==> src/pkg/pdcap_defines.vh <==
// Notes on behaviour
// The attention lamp present capability bit 13 is read-only and always reads zero.
// The power lamp present capability bit 14 is read-only and always reads zero.
// The role-based error support capability bit 15 is read-only and always reads one; a read with a same-cycle capabilities write returns zero.
// On an upstream port a slot power limit message loads value into bits 25:18, scale into 27:26.
// The captured scale code means 1.0x, 0.1x, 0.01x and 0.001x for codes 0 to 3.
// A port in unattached mode keeps its captured power fields when such a message arrives.
// The captured power fields read zero on downstream ports and on unattached ports.
// One slot power limit message updates the captured fields of every function of the port.
// Control bit 0 is a read-write enable, reset to zero, gating correctable error reports.
// Control bit 1 is a read-write enable, reset to zero, gating non-fatal error reports.
// Control bit 2 is a read-write enable, reset to zero, gating fatal error reports.
// The port type code tells upstream from downstream and decides whether capture applies.
// Writes to read-only capability fields are ignored and reserved capability bits read zero; the code also clears cfg_rdata on such a write.
`ifndef PDCAP_DEFINES_VH
`define PDCAP_DEFINES_VH

`define PDCAP_ADDR_W           12
`define PDCAP_OFF_DEVCAP       12'h044
`define PDCAP_OFF_DEVCTL       12'h048

`define PDCAP_BIT_ATTN_LAMP    13
`define PDCAP_BIT_PWR_LAMP     14
`define PDCAP_BIT_ROLE_ERR     15
`define PDCAP_CPV_LSB          18
`define PDCAP_CPV_MSB          25
`define PDCAP_CPS_LSB          26
`define PDCAP_CPS_MSB          27
`define PDCAP_LOW_CAP_W        13

`define PDCAP_ATTN_LAMP_VAL    1'h0
`define PDCAP_PWR_LAMP_VAL     1'h0
`define PDCAP_ROLE_ERR_VAL     1'h1

`define PDCAP_BIT_CORR_EN      0
`define PDCAP_BIT_NONFATAL_EN  1
`define PDCAP_BIT_FATAL_EN     2
`define PDCAP_DEVCTL_RESET     3'h0
`define PDCAP_DEVCTL_W         16

`define PDCAP_TYPE_UPSTREAM    4'h5
`define PDCAP_TYPE_DOWNSTREAM  4'h6

`define PDCAP_SCALE_X1         2'h0
`define PDCAP_SCALE_X0P1       2'h1
`define PDCAP_SCALE_X0P01      2'h2
`define PDCAP_SCALE_X0P001     2'h3

`define PDCAP_VALUE_W          8
`define PDCAP_SCALE_W          2
`define PDCAP_CAPT_W           10

`endif

==> src/hw/pdcap_spl_capture.v <==
`timescale 1ns/10ps
`include "pdcap_defines.vh"

module pdcap_spl_capture #(
   parameter NUM_FUNC = 1
) (
   input  wire                                 sys_clk,       // core clock
   input  wire                                 reset_n,       // async reset, active low
   input  wire                                 msg_valid,     // power limit message strobe
   input  wire [`PDCAP_VALUE_W-1:0]            msg_value,     // message power value
   input  wire [`PDCAP_SCALE_W-1:0]            msg_scale,     // message power scale
   input  wire                                 capture_allow, // upstream and attached
   output wire [NUM_FUNC*`PDCAP_CAPT_W-1:0]    capt_flat,     // {scale,value} per function
   output reg                                  captured_r     // pulse after an update
);

   reg [`PDCAP_CAPT_W-1:0] capt_mem_r [0:NUM_FUNC-1];
   integer i;

   // one message reaches every function of the port at once
   always @(posedge sys_clk or negedge reset_n) begin
      if (!reset_n) begin
         for (i = 0; i < NUM_FUNC; i = i + 1) begin
            capt_mem_r[i] <= {`PDCAP_CAPT_W{1'b0}};
         end
         captured_r <= 1'b0;
      end else begin
         captured_r <= msg_valid & capture_allow;
         if (msg_valid && capture_allow) begin
            for (i = 0; i < NUM_FUNC; i = i + 1) begin
               capt_mem_r[i] <= {msg_scale, msg_value};
            end
         end
      end
   end

   genvar g;
   generate
      for (g = 0; g < NUM_FUNC; g = g + 1) begin : g_flat
         assign capt_flat[g*`PDCAP_CAPT_W +: `PDCAP_CAPT_W] = capt_mem_r[g];
      end
   endgenerate

endmodule // pdcap_spl_capture

==> src/hw/pdcap_err_gate.v <==
`timescale 1ns/10ps
`include "pdcap_defines.vh"

module pdcap_err_gate (
   input  wire       sys_clk,          // core clock
   input  wire       reset_n,          // async reset, active low
   input  wire [2:0] report_enable,    // {fatal, nonfatal, correctable}
   input  wire [2:0] err_event,        // detected error pulses, same order
   output reg  [2:0] err_report_r      // reported error pulses, same order
);

   // an error is reported only while its class is enabled
   always @(posedge sys_clk or negedge reset_n) begin
      if (!reset_n) begin
         err_report_r <= 3'h0;
      end else begin
         err_report_r <= err_event & report_enable;
      end
   end

endmodule // pdcap_err_gate

==> src/hw/pdcap_port_regs.v <==
`timescale 1ns/10ps
`include "pdcap_defines.vh"

module pdcap_port_regs #(
   parameter                        NUM_FUNC = 1,
   parameter                        FUNC_W   = 1,
   parameter [`PDCAP_LOW_CAP_W-1:0] LOW_CAP  = 13'h0000
) (
   input  wire                        sys_clk,              // core clock, 200 MHz
   input  wire                        reset_n,              // async reset, active low
   input  wire [`PDCAP_ADDR_W-1:0]    cfg_addr,             // register byte address
   input  wire [FUNC_W-1:0]           cfg_func,             // function number of access
   input  wire [31:0]                 cfg_wdata,            // write data
   input  wire                        cfg_wr,               // write strobe
   input  wire                        cfg_rd,               // read strobe
   output reg  [31:0]                 cfg_rdata,            // read data, cycle after strobe
   input  wire [3:0]                  port_type,            // port type code of this port
   input  wire                        unattached,           // port in unattached mode
   input  wire                        spl_msg_valid,        // power limit message received
   input  wire [`PDCAP_VALUE_W-1:0]   spl_msg_value,        // message power value
   input  wire [`PDCAP_SCALE_W-1:0]   spl_msg_scale,        // message power scale
   input  wire                        err_corr_evt,         // correctable error detected
   input  wire                        err_nonfatal_evt,     // non-fatal error detected
   input  wire                        err_fatal_evt,        // fatal error detected
   output wire                        corr_report,          // correctable error reported
   output wire                        nonfatal_report,      // non-fatal error reported
   output wire                        fatal_report,         // fatal error reported
   output wire                        spl_captured,         // pulse after a capture
   output reg  [`PDCAP_VALUE_W-1:0]   captured_power_value, // function 0 value as read
   output reg  [`PDCAP_SCALE_W-1:0]   captured_power_scale, // function 0 scale as read
   output reg  [14:0]                 power_limit_centi     // function 0 limit, 0.01 W units
);

   function addr_hit;
      input [`PDCAP_ADDR_W-1:0] addr;
      input [`PDCAP_ADDR_W-1:0] offset;
      begin
         addr_hit = (addr == offset);
      end
   endfunction

   // builds the capabilities word for one function's captured fields
   function [31:0] devcap_word;
      input [`PDCAP_CAPT_W-1:0] capt;
      input                     show;
      reg   [31:0]              w;
      begin
         w = 32'h0000_0000;
         w[`PDCAP_LOW_CAP_W-1:0] = LOW_CAP;
         w[`PDCAP_BIT_ATTN_LAMP] = `PDCAP_ATTN_LAMP_VAL;
         w[`PDCAP_BIT_PWR_LAMP]  = `PDCAP_PWR_LAMP_VAL;
         w[`PDCAP_BIT_ROLE_ERR]  = `PDCAP_ROLE_ERR_VAL;
         if (show) begin
            w[`PDCAP_CPV_MSB:`PDCAP_CPV_LSB] = capt[`PDCAP_VALUE_W-1:0];
            w[`PDCAP_CPS_MSB:`PDCAP_CPS_LSB] = capt[`PDCAP_CAPT_W-1:`PDCAP_VALUE_W];
         end
         devcap_word = w;
      end
   endfunction

   // limit in hundredths of a watt; 15 bits hold 255 x 100, the finest scale rounds down
   function [14:0] centi_watts;
      input [`PDCAP_CAPT_W-1:0] capt;
      reg   [`PDCAP_VALUE_W-1:0] v;
      begin
         v = capt[`PDCAP_VALUE_W-1:0];
         case (capt[`PDCAP_CAPT_W-1:`PDCAP_VALUE_W])
            `PDCAP_SCALE_X1:     centi_watts = {7'h00, v} * 15'h0064;
            `PDCAP_SCALE_X0P1:   centi_watts = {7'h00, v} * 15'h000A;
            `PDCAP_SCALE_X0P01:  centi_watts = {7'h00, v};
            `PDCAP_SCALE_X0P001: centi_watts = {7'h00, v} / 15'h000A;
            default:             centi_watts = 15'h0000;
         endcase
      end
   endfunction

   // port role, decided from the type code
   wire is_upstream   = (port_type == `PDCAP_TYPE_UPSTREAM);
   wire is_downstream = (port_type == `PDCAP_TYPE_DOWNSTREAM);

   // capture applies only to an attached upstream port
   wire capture_allow = is_upstream & ~unattached;
   // downstream or unattached ports hide the captured fields
   wire show_capt     = capture_allow & ~is_downstream;

   wire hit_cap_wr = cfg_wr & addr_hit(cfg_addr, `PDCAP_OFF_DEVCAP);
   wire hit_ctl_wr = cfg_wr & addr_hit(cfg_addr, `PDCAP_OFF_DEVCTL);
   wire hit_cap_rd = cfg_rd & addr_hit(cfg_addr, `PDCAP_OFF_DEVCAP);
   wire hit_ctl_rd = cfg_rd & addr_hit(cfg_addr, `PDCAP_OFF_DEVCTL);

   // error reporting enables, one set for the port
   reg  [2:0] ctl_enable_r;
   reg  [2:0] ctl_enable_nxt;

   always @* begin
      ctl_enable_nxt = ctl_enable_r;
      if (hit_ctl_wr) begin
         ctl_enable_nxt[`PDCAP_BIT_CORR_EN]     = cfg_wdata[`PDCAP_BIT_CORR_EN];
         ctl_enable_nxt[`PDCAP_BIT_NONFATAL_EN] = cfg_wdata[`PDCAP_BIT_NONFATAL_EN];
         ctl_enable_nxt[`PDCAP_BIT_FATAL_EN]    = cfg_wdata[`PDCAP_BIT_FATAL_EN];
      end
   end

   always @(posedge sys_clk or negedge reset_n) begin
      if (!reset_n) begin
         ctl_enable_r <= `PDCAP_DEVCTL_RESET;
      end else begin
         ctl_enable_r <= ctl_enable_nxt;
      end
   end

   // writes to the capabilities word change no field, but clear cfg_rdata on the next edge
   wire cap_write_dropped = hit_cap_wr;

   wire [NUM_FUNC*`PDCAP_CAPT_W-1:0] capt_flat;

   pdcap_spl_capture #(
      .NUM_FUNC      (NUM_FUNC)
   ) u_capture (
      .sys_clk       (sys_clk),
      .reset_n       (reset_n),
      .msg_valid     (spl_msg_valid),
      .msg_value     (spl_msg_value),
      .msg_scale     (spl_msg_scale),
      .capture_allow (capture_allow),
      .capt_flat     (capt_flat),
      .captured_r    (spl_captured)
   );

   wire [2:0] err_report;

   pdcap_err_gate u_err_gate (
      .sys_clk       (sys_clk),
      .reset_n       (reset_n),
      .report_enable (ctl_enable_r),
      .err_event     ({err_fatal_evt, err_nonfatal_evt, err_corr_evt}),
      .err_report_r  (err_report)
   );

   assign corr_report     = err_report[`PDCAP_BIT_CORR_EN];
   assign nonfatal_report = err_report[`PDCAP_BIT_NONFATAL_EN];
   assign fatal_report    = err_report[`PDCAP_BIT_FATAL_EN];

   // the addressed function's captured fields; out-of-range numbers see zero
   reg [`PDCAP_CAPT_W-1:0] sel_capt;
   integer k;

   always @* begin
      sel_capt = {`PDCAP_CAPT_W{1'b0}};
      for (k = 0; k < NUM_FUNC; k = k + 1) begin
         if (cfg_func == k[FUNC_W-1:0]) begin
            sel_capt = capt_flat[k*`PDCAP_CAPT_W +: `PDCAP_CAPT_W];
         end
      end
   end

   // read data stands for exactly one cycle after the strobe
   reg [31:0] rdata_nxt;

   always @* begin
      rdata_nxt = 32'h0000_0000;
      if (hit_cap_rd) begin
         rdata_nxt = devcap_word(sel_capt, show_capt);
      end else if (hit_ctl_rd) begin
         rdata_nxt[2:0] = ctl_enable_r;
      end
   end

   always @(posedge sys_clk or negedge reset_n) begin
      if (!reset_n) begin
         cfg_rdata <= 32'h0000_0000;
      end else if (cap_write_dropped) begin
         cfg_rdata <= 32'h0000_0000;
      end else begin
         cfg_rdata <= rdata_nxt;
      end
   end

   // function 0 fields as software would see them, for power budgeting logic
   wire [`PDCAP_CAPT_W-1:0] capt0 = capt_flat[`PDCAP_CAPT_W-1:0];

   always @(posedge sys_clk or negedge reset_n) begin
      if (!reset_n) begin
         captured_power_value <= 8'h00;
         captured_power_scale <= 2'h0;
         power_limit_centi    <= 15'h0000;
      end else if (show_capt) begin
         captured_power_value <= capt0[`PDCAP_VALUE_W-1:0];
         captured_power_scale <= capt0[`PDCAP_CAPT_W-1:`PDCAP_VALUE_W];
         power_limit_centi    <= centi_watts(capt0);
      end else begin
         captured_power_value <= 8'h00;
         captured_power_scale <= 2'h0;
         power_limit_centi    <= 15'h0000;
      end
   end

endmodule // pdcap_port_regs

==> config.mk <==
export PLATFORM = sky130hd
export DESIGN_NAME = pdcap_port_regs
export DESIGN_NICKNAME = d
export VERILOG_FILES = /design/src/hw/pdcap_spl_capture.v /design/src/hw/pdcap_err_gate.v /design/src/hw/pdcap_port_regs.v
export VERILOG_INCLUDE_DIRS = /design/src /design/src/pkg
export SDC_FILE = /design/constraint.sdc
export NUM_CORES = 1
export LEC_CHECK = 0
export ABC_AREA = 1
export BUFFER_PORTS_ARGS = -buffer_cell sky130_fd_sc_hd__clkbuf_2
export CAP_MARGIN = 20
export CORE_MARGIN = 2
export CORE_UTILIZATION = 33
export CTS_BUF_LIST = sky130_fd_sc_hd__clkbuf_16
export CTS_CLUSTER_DIAMETER = 200
export DETAILED_ROUTE_END_ITERATION = 8
export SETUP_SLACK_MARGIN = 0.15
export SYNTH_ARGS = -nofsm -noshare
export SYNTH_HDL_FRONTEND = slang
export SYNTH_SLANG_ARGS = --single-unit
==> constraint.sdc <==
create_clock -name sys_clk -period 4 [get_ports sys_clk]
set_input_delay 0.2 -clock sys_clk [delete_from_list [all_inputs] [get_ports sys_clk]]
set_output_delay 0.2 -clock sys_clk [all_outputs]
set_load 0.05 [all_outputs]
Word-level counts from Yosys, hierarchy flattened
Index checks and enable logic that the tools add are counted.
{ "totals": {"ram_bits": 0, "mem_bits_ro": 0, "mem_count": 0, "inputBits": 68, "output_inout_bits": 61, "reg_bits": 74, "latchBits": 0, "wordCells": 40} }
{ "op_classes": {"shifts": 0, "mul": 2, "muxes": 10, "add_sub_neg": 0, "n_div": 1, "n_eq_ne": 7, "n_reduce_logical": 2, "order_cmp": 0, "n_bitwise": 10} }
{ "op_table": {"columns": ["cell", "n"], "rows": [
  ["one-hot mux 15 bit (4 select lines)", 1],
  ["two-way mux 32 bit", 1],
  ["two-way mux 25 bit", 1],
  ["== test 12 x 7 -> 1 bit (second input constant)", 2],
  ["two-way mux 10 bit", 2],
  ["divider 8 x 4 -> 15 bit (second input constant)", 1],
  ["two-way mux 15 bit", 1],
  ["multiplier 8 x 5 -> 13 bit (second input constant)", 1],
  ["multiplier 8 x 3 -> 11 bit (second input constant)", 1],
  ["== test 4 x 3 -> 1 bit (second input constant)", 2],
  ["two-way mux 8 bit", 1],
  ["AND 1 bit", 7],
  ["two-way mux 3 bit", 2],
  ["== test 2 bit (second input constant)", 2],
  ["AND 3 bit", 1],
  ["== test 2 x 1 -> 1 bit (second input constant)", 1],
  ["zero test 2 bit", 1],
  ["two-way mux 2 bit", 1],
  ["inverter 1 bit", 2],
  ["logical AND 1 bit", 1]
]} }

Logic depth before layout (Yosys ltp)
Gate-level depths: netlist of run 1.
{ "logic_depth": {"word_depth": 6, "mapped_depth": 29, "mapped_depth_nobuf": 29} }

Hierarchy
Synthesis of run 1 repeated with hierarchy kept, for this count alone.
{ "hier_totals": {"hier_cells": 565, "area_unflattened_um2": 4426.7} }
{ "modules_own_cells": {"columns": ["module", "area_each_um2", "cells_each", "n_inst", "seq_area_each_um2"], "rows": [
  ["pdcap_port_regs", 3895.0, 510, 1, 1051.0],
  ["pdcap_spl_capture", 434.2, 46, 1, 275.3],
  ["pdcap_err_gate", 97.6, 9, 1, 75.1]
]} }

Worst setup path before layout of run 1
OpenSTA, ideal clock, no wires.
{ "synth_path": {"kind": "flip-flop to flip-flop", "startpoint": "reg u_capture.capt_mem_r, in the netlist u_capture.capt_flat[3]", "endpoint": "reg power_limit_centi[14]", "required_time_ps": 3882, "synth_period_minus_slack_ps": 3401, "path_buffers": 0, "setup_time_ps": 118, "t_arrival_ps": 3283, "stages_incl_launch_ff": 20, "slack_ps": 599, "path_cell_list": "dfrtp_1 > clkinv_1 > ha_1 > ha_1 > inv_1 > fa_1 > inv_1 > ha_1 > nand2_1 > o211a_1 > inv_1 > nand2_1 > inv_1 > o21ai_0 > a21boi_0 > nor2_1 > nor2_1 > nor2_1 > xor2_1 > nor2_1"} }
{ "synth_between": {"elab_chain_len": 3, "word_cells_on_any_way": 4, "classes_between": "mul: 1; div: 1; mux: 2"} }
{ "synth_rtl": {"columns": ["item", "line", "rtl"], "rows": [
  ["from (decl)", "pdcap_spl_capture.v:17", "reg [`PDCAP_CAPT_W-1:0] capt_mem_r [0:NUM_FUNC-1];"],
  ["from (signal, indexed assignment)", "pdcap_spl_capture.v:24", "capt_mem_r[i] <= {`PDCAP_CAPT_W{1'b0}};"],
  ["from (signal, indexed assignment)", "pdcap_spl_capture.v:31", "capt_mem_r[i] <= {msg_scale, msg_value};"],
  ["divider 8 x 4 -> 15 bit or multiplier 8 x 5 -> 13 bit (tied branches)", "pdcap_port_regs.v:71, pdcap_port_regs.v:68", null],
  ["one-hot mux 15 bit (4 select lines) *", "pdcap_port_regs.v:67", "case (capt[`PDCAP_CAPT_W-1:`PDCAP_VALUE_W])"],
  ["two-way mux 15 bit *", "pdcap_port_regs.v:187", "end else if (show_capt) begin"],
  ["to (signal assigned)", "pdcap_port_regs.v:190", "power_limit_centi <= centi_watts(capt0);"],
  ["to (decl)", "pdcap_port_regs.v:31", "output reg [14:0] power_limit_centi"]
]} }
Every way passes the cells marked *; elsewhere a longest branch is shown, timed or not.
A chain may end at the register's enable or synchronous reset.

Worst setup path after layout of run 1
{ "layout_path": {"startpoint": "reg u_capture.capt_mem_r, in the netlist u_capture.capt_flat[1]", "endpoint": "reg power_limit_centi[0]"} }
{ "layout_between": {"elab_chain_len": 3} }
{ "layout_rtl": {"columns": ["item", "line", "rtl"], "rows": [
  ["divider 8 x 4 -> 15 bit", "pdcap_port_regs.v:71", "`PDCAP_SCALE_X0P001: centi_watts = {7'h00, v} / 15'h000A;"],
  ["one-hot mux 15 bit (4 select lines)", "pdcap_port_regs.v:67", null],
  ["two-way mux 15 bit", "pdcap_port_regs.v:187", null]
]} }
Every way passes these cells.

==> results of run 1 <==
==> per-layer routing <==
metal	share of wire [%]	track usage (%)
met4	1.4	3.46
met3	5.5	2.33
met5	0	0
met1	43	18.3
met2	50	26.4
==> synthesized netlist by cell type (all sizes together), types with 2 or more instances <==
master | instances | area, µm²
a211oi | 3 | 22.5
a21oi | 19 | 98.9
a221oi | 3 | 26.3
buf | 19 | 150
clkbuf | 5 | 18.8
clkinv | 3 | 11.3
dfrtp | 56 | 1400
fa | 4 | 80.1
ha | 51 | 638
inv | 80 | 303
nand2 | 113 | 526
nand3 | 38 | 258
nand4 | 10 | 98.8
nor2 | 53 | 231
nor3 | 10 | 50.1
nor3b | 2 | 15.0
nor4 | 4 | 25.0
o21ai | 27 | 146
o22ai | 2 | 12.5
xor2 | 8 | 70.1
==> cells by family (layout without fill, tap and decap cells) <==
group,count (synthesis),count (layout),share of synthesized area (%)
fa+ha+maj,55,55,16.9
xor+xnor,8,8,1.65
other cells,1,18,0.0884
buf+inv,107,182,11.4
simple gates,232,232,28.7
flops,56,56,33.0
compound gates,59,59,8.20
==> final cells by class <==
type                    instances  area share, %
repair buffers                 91           9.64
flip-flops and latches         56           28.1
multi-input cells             372           48.6
well taps                     172           4.32
clock buffers                   5           2.51
inverters                      83           6.38
clock inverters                 3          0.427
==> power by group through the flow <==
stage	combinational [µW]	clock, µW	sequential (µW)
floorplan	1770	0	678
global placement	2190	0	650
detailed placement	2250	0	649
CTS	2270	445	639
global route	2560	469	645
finish	2270	432	640
==> sequential cells by signal, indices dropped and copies added, names as in the netlist <==
register	flops
ctl_enable_r	3
power_limit_centi	15
cfg_rdata	14
u_capture.captured_r	1
captured_power_value	8
u_err_gate.err_report_r	3
captured_power_scale	2
u_capture.capt_flat	10
==> worst max-delay path, delay by kind of cell, from the launching register on <==
kind | cells | cell delay [ns]
adders and majority gates | 1 | 0.27
buffers and inverters | 6 | 0.75
DFF | 1 | 0.49
and+or+nand+nor | 19 | 1.87
==> cells in the final DEF (no fill, tap or decap), drive strengths merged, types with 2 or more instances in the layout <==
cell	n
ha	51
clkbuf	86
nor3	10
clkinv	3
xor2	8
o22ai	2
inv	81
nand2	113
nor4	4
o21ai	27
nor2	53
nand4	10
clkinvlp	2
a211oi	3
nor3b	2
nand3	38
dfrtp	56
a21oi	19
a221oi	3
fa	4
buf	10
conb	18
==> metrics by stage <==
stage	hold slack [ns]	util (%)
2_1_floorplan	-0.0956	-
3_3_place_gp	0.362	38.4
3_5_place_dp	0.373	38.4
4_1_cts	0.0561	39.6
5_1_grt	0.104	39.7
6_report	0.0287	39.7
==> final timing paths <==
kind / start / end / slack, ns / depth (start not counted)
setup / recovery: u_capture.capt_flat[1]$_DFFE_PN0P_ / power_limit_centi[0]$_DFF_PN0_ / 0.50 / 26
hold / removal: reset_n / cfg_rdata[22]$_DFF_PN0_ / 0.03 / 2
setup reg to reg: u_capture.capt_flat[1]$_DFFE_PN0P_ / power_limit_centi[0]$_DFF_PN0_ / 0.50 / 26
hold reg to reg: ctl_enable_r[2]$_DFFE_PN0P_ / u_err_gate.err_report_r[2]$_DFF_PN0_ / 0.46 / 2
max in group asynchronous: reset_n / u_capture.capt_flat[5]$_DFFE_PN0P_ / 3.51 / 2
min in group sys_clk: err_corr_evt / u_err_gate.err_report_r[0]$_DFF_PN0_ / 0.09 / 3
==> repair_timing <==
item,4_1_cts,5_1_grt
resized for setup,0,2
setup endpoints to repair,0,1
hold buffers,0,0
==> impl_metrics.env, run 1 <==
export IMPL_outcome="finished clean"
export IMPL_cp_start_kind="flip-flop"
export IMPL_hold_violations=0
export IMPL_htreeDepth=2
export IMPL_grt_pass1_vias=3508
export IMPL_swShare_pct=51.4
export IMPL_grt_max_degree=57
export IMPL_cts_buffer_depth=2
export IMPL_hp_class="primary input to async pin"
export IMPL_p_seq_share_pct=19.1
export IMPL_cp_max_fo=13
export IMPL_fin_ws_ns=0.495
export IMPL_die_h_um=117
export IMPL_numCtsBuffers=5
export IMPL_cap_violations=0
export IMPL_vias=3672
export IMPL_grt_pass1_wl_mm=16.8
export IMPL_cts_sinks=56
export IMPL_clock_latency_ns=0.30
export IMPL_cts_root_buf="clkbuf_16"
export IMPL_async_flop_share_pct=100
export IMPL_required_ns=4.19
export IMPL_routed_wl_mm=10.1
export IMPL_stdcell_area_um2=4980
export IMPL_critPathKind="flip-flop to flip-flop"
export IMPL_multi_input_area_um2=2420
export IMPL_gp_congestion=0.899
export IMPL_routedWlPerCell_um=12.9
export IMPL_cts_tree="done"
export IMPL_synthFlopType="dfrtp_1"
export IMPL_fillers=1260
export IMPL_synth_yosys_seq_area_share_pct=33.0
export IMPL_rows=41
export IMPL_fin_crit_sh_pct=87.6
export IMPL_dp_hpwl_mm=7.92
export IMPL_rsz0062_at_grt="false"
export IMPL_synth_edff_count=0
export IMPL_route_detailed_drc=0
export IMPL_power_frac_comb_pct=68.0
export IMPL_ios=129
export IMPL_synth_area_um2=4240
export IMPL_final_setup_tns_ns=0
export IMPL_layout_nets=732
export IMPL_grt_usage_pct=14.6
export IMPL_fmax_mhz=285
export IMPL_fin_cells=782
export IMPL_power_uw=3350
export IMPL_syn_inst=518
export IMPL_vias_per_cell=4.70
export IMPL_core_area_um2=12600
export IMPL_min_period_ns=3.50
export IMPL_arrival_ns=3.69
export IMPL_endpoint_kind="flip-flop"
export IMPL_dr_pass1_iters=5
export IMPL_start_util_pct=33.7
export IMPL_drt_iter0_markers=267
export IMPL_p_int_uw=1630
export IMPL_vdd_ir_drop_max_mv=0.202
export IMPL_worst_slew_pin_slew_ns=0.663
export IMPL_maxSlewHeadroom_pct=55.8
export IMPL_path_clk_slew_ns=0.07
export IMPL_postCtsSetupBuffers=0
export IMPL_p_clk_share_pct=12.9
export IMPL_antenna_found_initial=0
export IMPL_syn2layout_area_growth_pct=17.5
export IMPL_max_stage_delay_ns=0.49
export IMPL_drv_slew=0
export IMPL_dieArea_um2=13800
export IMPL_pre_cts_ws_ns=0.505
export IMPL_gr_total_overflow=0
export IMPL_placed_area_um2=4830
export IMPL_n_antenna_cell=0
export IMPL_portBuffers=81
export IMPL_synth_seq_cells=56
export IMPL_regArea_um2=1400
export IMPL_clock_skew_ns=0.00957
export IMPL_placed_cells=774
export IMPL_p_sw_uw=1720
export IMPL_drive_above_1_share_pct=23.4
export IMPL_detail_route_antenna_nets=0
export IMPL_crit_slowest_cell="dfrtp_1"
export IMPL_setup_violations=0
export IMPL_p_per_area_nw_per_um2=672
export IMPL_die_w_um=117
export IMPL_ys_warn_count=0
export IMPL_synth_distinct_cells=41
export IMPL_p_leak_uw=0.00280
export IMPL_crit_top_cell="nand2_1"
export IMPL_syn_avg_cell_area_um2=8.19
(Power assumes the default switching activity.)
==> inputs of run 2 (changes only) <==
--- a/config.mk
+++ b/config.mk
@@ -9,8 +9,7 @@
 export ABC_AREA = 1
 export BUFFER_PORTS_ARGS = -buffer_cell sky130_fd_sc_hd__clkbuf_2
 export CAP_MARGIN = 20
-export CORE_MARGIN = 2
-export CORE_UTILIZATION = 33
+export CORE_UTILIZATION = 37
 export CTS_BUF_LIST = sky130_fd_sc_hd__clkbuf_16
 export CTS_CLUSTER_DIAMETER = 200
 export DETAILED_ROUTE_END_ITERATION = 8
==> run 2 against run 1 <==
- flip-flop and latch count stayed put
- power grew 2.9%
- worst setup slack better by 0.013 ns
- critical path type unchanged
- critical endpoint is now power_limit_centi[13]$_DFF_PN0_
- largest cell class unchanged
- largest power group unchanged
==> impl_metrics.env, run 2 (synthesis gave the netlist of run 1 again) <==
export IMPL_critPathKind="flip-flop to flip-flop"
export IMPL_rsz0062_at_grt="false"
export IMPL_grt_max_degree=57
export IMPL_fillers=1065
export IMPL_start_util_pct=38.6
export IMPL_crit_family="adder cells"
export IMPL_layout_commonest_cell="nand2_1"
export IMPL_die_h_um=109
export IMPL_detail_route_antenna_nets=0
export IMPL_min_period_ns=3.49
export IMPL_drv_slew=0
export IMPL_gp_congestion=0.883
export IMPL_routed_wl_mm=9.76
export IMPL_path_clk_slew_ns=0.07
export IMPL_cts_root_buf="clkbuf_16"
export IMPL_layout_common_cells="94 x nand2_1, 81 x clkbuf_2, 74 x inv_1"
export IMPL_grt_pass1_wl_mm=15.9
export IMPL_dr_pass1_iters=4
export IMPL_cap_violations=0
export IMPL_required_ns=4.22
export IMPL_worst_slew_pin_slew_ns=0.880
export IMPL_cts_tree="done"
export IMPL_final_setup_tns_ns=0
export IMPL_numCtsBuffers=5
export IMPL_syn2layout_area_growth_pct=16.7
export IMPL_clock_latency_ns=0.30
export IMPL_p_leak_uw=0.00280
export IMPL_cp_start_kind="flip-flop"
export IMPL_max_stage_delay_ns=0.50
export IMPL_htreeDepth=2
export IMPL_hold_violations=0
export IMPL_largest_reg_flops=15
export IMPL_crit_slowest_cell="fa_1"
export IMPL_arrival_ns=3.71
export IMPL_top_register="power_limit_centi"
export IMPL_cts_buffer_depth=2
export IMPL_grt_pass1_vias=3439
export IMPL_outcome="finished clean"
export IMPL_rows=38
export IMPL_dp_hpwl_mm=7.64
export IMPL_core_area_um2=11000
export IMPL_rrSetupSlack_ns=0.51
export IMPL_placed_cells=738
export IMPL_fin_crit_sh_pct=87.3
export IMPL_grt_usage_pct=17.1
export IMPL_rr_endpoint="power_limit_centi[13]$_DFF_PN0_"
export IMPL_dieArea_um2=11900
export IMPL_drt_iter0_markers=151
export IMPL_fin_cells=745
export IMPL_antenna_found_initial=0
export IMPL_ios=129
export IMPL_reg2regPathDepth=19
export IMPL_maxSlewHeadroom_pct=41.2
export IMPL_vdd_ir_drop_max_mv=0.262
export IMPL_routedWlPerCell_um=13.1
export IMPL_vias=3606
export IMPL_clock_skew_ns=0.0113
export IMPL_setup_violations=0
export IMPL_endpoint_kind="flip-flop"
export IMPL_die_w_um=109
export IMPL_p_per_area_nw_per_um2=696
export IMPL_cts_hold_buf=0
export IMPL_multi_input_area_um2=2420
export IMPL_gr_total_overflow=0
export IMPL_portBuffers=81
export IMPL_timing_rr_start="u_capture.capt_flat[2]$_DFFE_PN0P_"
export IMPL_regArea_um2=1400
export IMPL_layout_nets=728
export IMPL_n_antenna_cell=0
export IMPL_hp_class="primary input to async pin"
export IMPL_fmax_mhz=286
export IMPL_vias_per_cell=4.84
export IMPL_cp_cell_sequence="inv_1, ha_1, ha_1, inv_1, fa_1, inv_1, ha_1, nand2_1, nor2_1, a211oi_1, inv_1, nand2_1, nand2_1, a21oi_1, or2_2, nand2_1, a21oi_1, o21ai_0, a21oi_1"
export IMPL_cts_sinks=56
export IMPL_route_detailed_drc=0
export IMPL_cp_max_fo=8
export IMPL_postCtsSetupBuffers=0
export IMPL_drive_above_1_share_pct=22.6
export IMPL_path_buf_inv=4
==> run 2: cell count changes in the layout (fill, tap and decap cells not counted) <==
cell / delta
clkinv_2: -1
clkinvlp_4: -2
buf_4: -4
inv_6: -1
bufinv_16: +2
clkinv_1: +1
==> run 2: worst max path at each step <==
stage | depth (start not counted) | slack [ns] | start | to
after floorplan | 19 | 0.60 | u_capture.capt_flat[3]$_DFFE_PN0P_ | power_limit_centi[14]$_DFF_PN0_
after global placement | 24 | 0.49 | u_capture.capt_flat[6]$_DFFE_PN0P_ | power_limit_centi[0]$_DFF_PN0_
after detailed placement | 26 | 0.45 | u_capture.capt_flat[6]$_DFFE_PN0P_ | power_limit_centi[0]$_DFF_PN0_
after CTS | 24 | 0.44 | u_capture.capt_flat[6]$_DFFE_PN0P_ | power_limit_centi[0]$_DFF_PN0_
after global routing | 19 | 0.18 | u_capture.capt_flat[2]$_DFFE_PN0P_ | power_limit_centi[13]$_DFF_PN0_
final | 19 | 0.51 | u_capture.capt_flat[2]$_DFFE_PN0P_ | power_limit_centi[13]$_DFF_PN0_
==> run 2: per-stage QoR <==
stage                     hold WS [ns]  setup WS (ns)  total power [µW]  utilization (%)  instance area [µm²]
after detailed placement         0.379          0.447              2870             43.4                 4760
after global placement           0.368          0.490              2820             43.4                 4760
after global routing            0.0965          0.175              3790             45.1                 4950
final                           0.0334          0.508              3440             45.1                 4950
after CTS                       0.0621          0.439              3460             45.0                 4950
after floorplan                -0.0956          0.599              2450                -                 4310
==> run 2: where the power goes <==
part	total (µW)	switching, µW	leakage, µW	internal [µW]
combinational	2230	1450	0.00198	785
sequential	648	51.2	0.000731	597
clock	564	209	0.0000899	356
total	3440	1710	0.00280	1740
==> run 2: per-layer routing <==
layer  up-vias  part of all wire, %  wire [µm]  track usage (%)
li1       1813                    -          -                -
met1      1671                   46       4480             23.1
met2       107                   47       4620             28.9
met3        15                  5.2        509             1.79
met4         0                  1.5        144             4.63
met5         -                    0          0                0
==> run 2: worst register-to-register path, stage by stage, from the launching register on <==
cell and delay (ns):
dfrtp_1 0.37, inv_1 0.27, ha_1 0.30, ha_1 0.28, inv_1 0.05, fa_1 0.50, inv_1 0.04, ha_1 0.34
nand2_1 0.08, nor2_1 0.04, a211oi_1 0.20, inv_1 0.09, nand2_1 0.08, nand2_1 0.06, a21oi_1 0.15, or2_2 0.14
nand2_1 0.04, a21oi_1 0.14, o21ai_0 0.09, a21oi_1 0.15
==> run 2: timing repair <==
item | in CTS | in global routing
setup endpoints to repair | 0 | 1
gates resized for setup | 0 | 1
hold endpoints to repair | 0 | 0
==> run 2: final cells by class <==
class	instances	area share, %
multi-input combinational	372	48.9
sequential	56	28.3
timing repair buffer	87	9.10
inverter	83	6.35
tap	140	3.54
clock buffer	5	2.53
clock inverter	2	1.21
==> inputs of run 3 (changes only) <==
--- a/config.mk
+++ b/config.mk
@@ -13,6 +13,7 @@
 export CTS_BUF_LIST = sky130_fd_sc_hd__clkbuf_16
 export CTS_CLUSTER_DIAMETER = 200
 export DETAILED_ROUTE_END_ITERATION = 8
+export PLACE_DENSITY = 0.72
 export SETUP_SLACK_MARGIN = 0.15
 export SYNTH_ARGS = -nofsm -noshare
 export SYNTH_HDL_FRONTEND = slang
==> run 3 against run 2 <==
- die area unchanged
- worst setup slack got worse by 0.052 ns
- final cell count increased by 0.13%
- flip-flop and latch count unchanged
- critical path depth increased by 3
- register-to-register slack got worse by 0.05 ns
- critical path type unchanged
- critical endpoint is now power_limit_centi[0]$_DFF_PN0_
- largest cell class unchanged
- highest routed layer unchanged
==> impl_metrics.env, run 3 (synthesis gave the netlist of run 1 again) <==
export IMPL_outcome="finished clean"
export IMPL_power_frac_comb_pct=67.0
export IMPL_die_h_um=109
export IMPL_grt_pass1_vias=3520
export IMPL_routedWlPerCell_um=13.1
export IMPL_p_seq_share_pct=19.6
export IMPL_clock_latency_ns=0.30
export IMPL_grt_usage_pct=17.1
export IMPL_hold_ws_ns=0.0283
export IMPL_die_w_um=109
export IMPL_rows=38
export IMPL_stdcell_area_um2=4910
export IMPL_path_clk_slew_ns=0.08
export IMPL_core_area_um2=11000
export IMPL_grt_max_degree=57
export IMPL_p_int_uw=1620
export IMPL_cp_start_kind="flip-flop"
export IMPL_grt_pass1_wl_mm=16.2
export IMPL_syn2layout_area_growth_pct=15.8
export IMPL_setup_violations=0
export IMPL_top_register="power_limit_centi"
export IMPL_hold_violations=0
export IMPL_p_sw_uw=1730
export IMPL_swShare_pct=51.6
export IMPL_vias_per_cell=4.88
export IMPL_final_setup_tns_ns=0
export IMPL_layout_common_cells="94 x nand2_1, 81 x clkbuf_2, 74 x inv_1"
export IMPL_dr_pass1_iters=4
export IMPL_layout_nets=728
export IMPL_cts_root_buf="clkbuf_16"
export IMPL_dp_hpwl_mm=7.74
export IMPL_htreeDepth=2
export IMPL_min_period_ns=3.54
export IMPL_maxSlewHeadroom_pct=40.1
export IMPL_cap_violations=0
export IMPL_p_clk_share_pct=13.4
export IMPL_layout_commonest_cell="nand2_1"
export IMPL_clock_skew_ns=0.00719
export IMPL_ios=129
export IMPL_arrival_ns=3.73
export IMPL_cp_max_fo=13
export IMPL_cts_sinks=56
export IMPL_gp_congestion=0.818
export IMPL_start_util_pct=38.6
export IMPL_worst_slew_pin_slew_ns=0.896
export IMPL_fin_crit_sh_pct=88.6
export IMPL_route_detailed_drc=0
export IMPL_routed_wl_mm=9.80
export IMPL_p_per_area_nw_per_um2=681
export IMPL_p_leak_uw=0.00279
export IMPL_drv_slew=0
export IMPL_fillers=1076
export IMPL_antenna_found_initial=0
export IMPL_drive_above_1_share_pct=22.9
export IMPL_vdd_ir_drop_max_mv=0.290
export IMPL_placed_area_um2=4760
export IMPL_largest_reg_flops=15
export IMPL_fmax_mhz=282
export IMPL_n_antenna_cell=0
export IMPL_fin_ws_ns=0.456
export IMPL_dieArea_um2=11900
export IMPL_required_ns=4.19
export IMPL_portBuffers=81
export IMPL_hp_class="primary input to async pin"
export IMPL_critPathKind="flip-flop to flip-flop"
export IMPL_drt_iter0_markers=272
export IMPL_cts_tree="done"
export IMPL_vias=3642
export IMPL_utilization_pct=44.7
export IMPL_numCtsBuffers=5
export IMPL_cts_buffer_depth=2
export IMPL_rsz0062_at_grt="false"
export IMPL_gr_total_overflow=0
export IMPL_endpoint_kind="flip-flop"
export IMPL_pre_cts_ws_ns=0.400
export IMPL_detail_route_antenna_nets=0
## run 3: changes by cell type in the layout (fill, tap and decap cells not counted)
cell       previous run  this run
dfrtp_2               1         2
clkinv_2              0         1
inv_6                 0         1
dfrtp_1              55        54
bufinv_16             2         0
clkinv_4              0         1
## run 3: power groups by stage
stage / combinational, µW / clock [µW] / sequential (µW)
final: 2240 / 448 / 655
after global routing: 2530 / 479 / 659
after CTS: 2240 / 451 / 652
after detailed placement: 2220 / 0 / 663
after global placement: 2140 / 0 / 665
after floorplan: 1770 / 0 / 678
## run 3: per-layer routing
layer / track usage, % / vias up / wire length [µm]
met2: 31.2 / 122 / 4910
li1: - / 1815 / -
met4: 4.15 / 0 / 130
met5: 0 / - / 0
met1: 21.1 / 1690 / 4220
met3: 2.15 / 15 / 532
## run 3: what timing repair did
item / in CTS / in global routing
hold buffers: 0 / 0
setup buffers: 0 / 0
setup endpoints to repair: 0 / 1
resized for setup: 0 / 2
## run 3: worst paths after layout
path                                                    start                                   end  slack, ns  depth (start not counted)
min in group sys_clk                                   cfg_wr               cfg_rdata[15]$_DFF_PN0_       0.10                          2
max reg2reg                u_capture.capt_flat[1]$_DFFE_PN0P_        power_limit_centi[0]$_DFF_PN0_       0.46                         22
min reg2reg                       ctl_enable_r[2]$_DFFE_PN0P_  u_err_gate.err_report_r[2]$_DFF_PN0_       0.47                          2
max                        u_capture.capt_flat[1]$_DFFE_PN0P_        power_limit_centi[0]$_DFF_PN0_       0.46                         22
max in group asynchronous                             reset_n    u_capture.capt_flat[6]$_DFFE_PN0P_       3.48                          2
min                                                   reset_n     captured_power_value[5]$_DFF_PN0_       0.03                          2
## run 3: final cells by class
class / instances / area (µm²) / area share [%]
Clock buffer: 5 / 125 / 2.55
Timing Repair Buffer: 87 / 450 / 9.17
Sequential cell: 56 / 1400 / 28.6
Tap cell: 140 / 175 / 3.57
Clock inverter: 3 / 22.5 / 0.458
Multi-Input combinational cell: 372 / 2420 / 49.3
Inverter: 83 / 314 / 6.39
## run 3: per-stage QoR
step                power (µW)  cells
CTS                       3340    746
detailed placement        2880    738
floorplan                 2450    535
global placement          2810    738
global route              3670    746
finish                    3340    746
## run 3: critical path, stage by stage (launching register included)
cell	delay [ns]
dfrtp_1	0.51
inv_1	0.23
ha_1	0.26
nand4_2	0.14
clkinv_1	0.10
nand2_1	0.16
nand2_4	0.10
inv_4	0.19
nand3_2	0.18
nand2_2	0.15
nand2_4	0.08
nor2_8	0.12
nand3_2	0.14
nand2_2	0.14
nand2_4	0.08
nor2_8	0.12
nand3_4	0.14
nand2_1	0.11
nand3_1	0.07
nor2_1	0.14
nand3_1	0.12
nand2_1	0.08
nand2_1	0.05
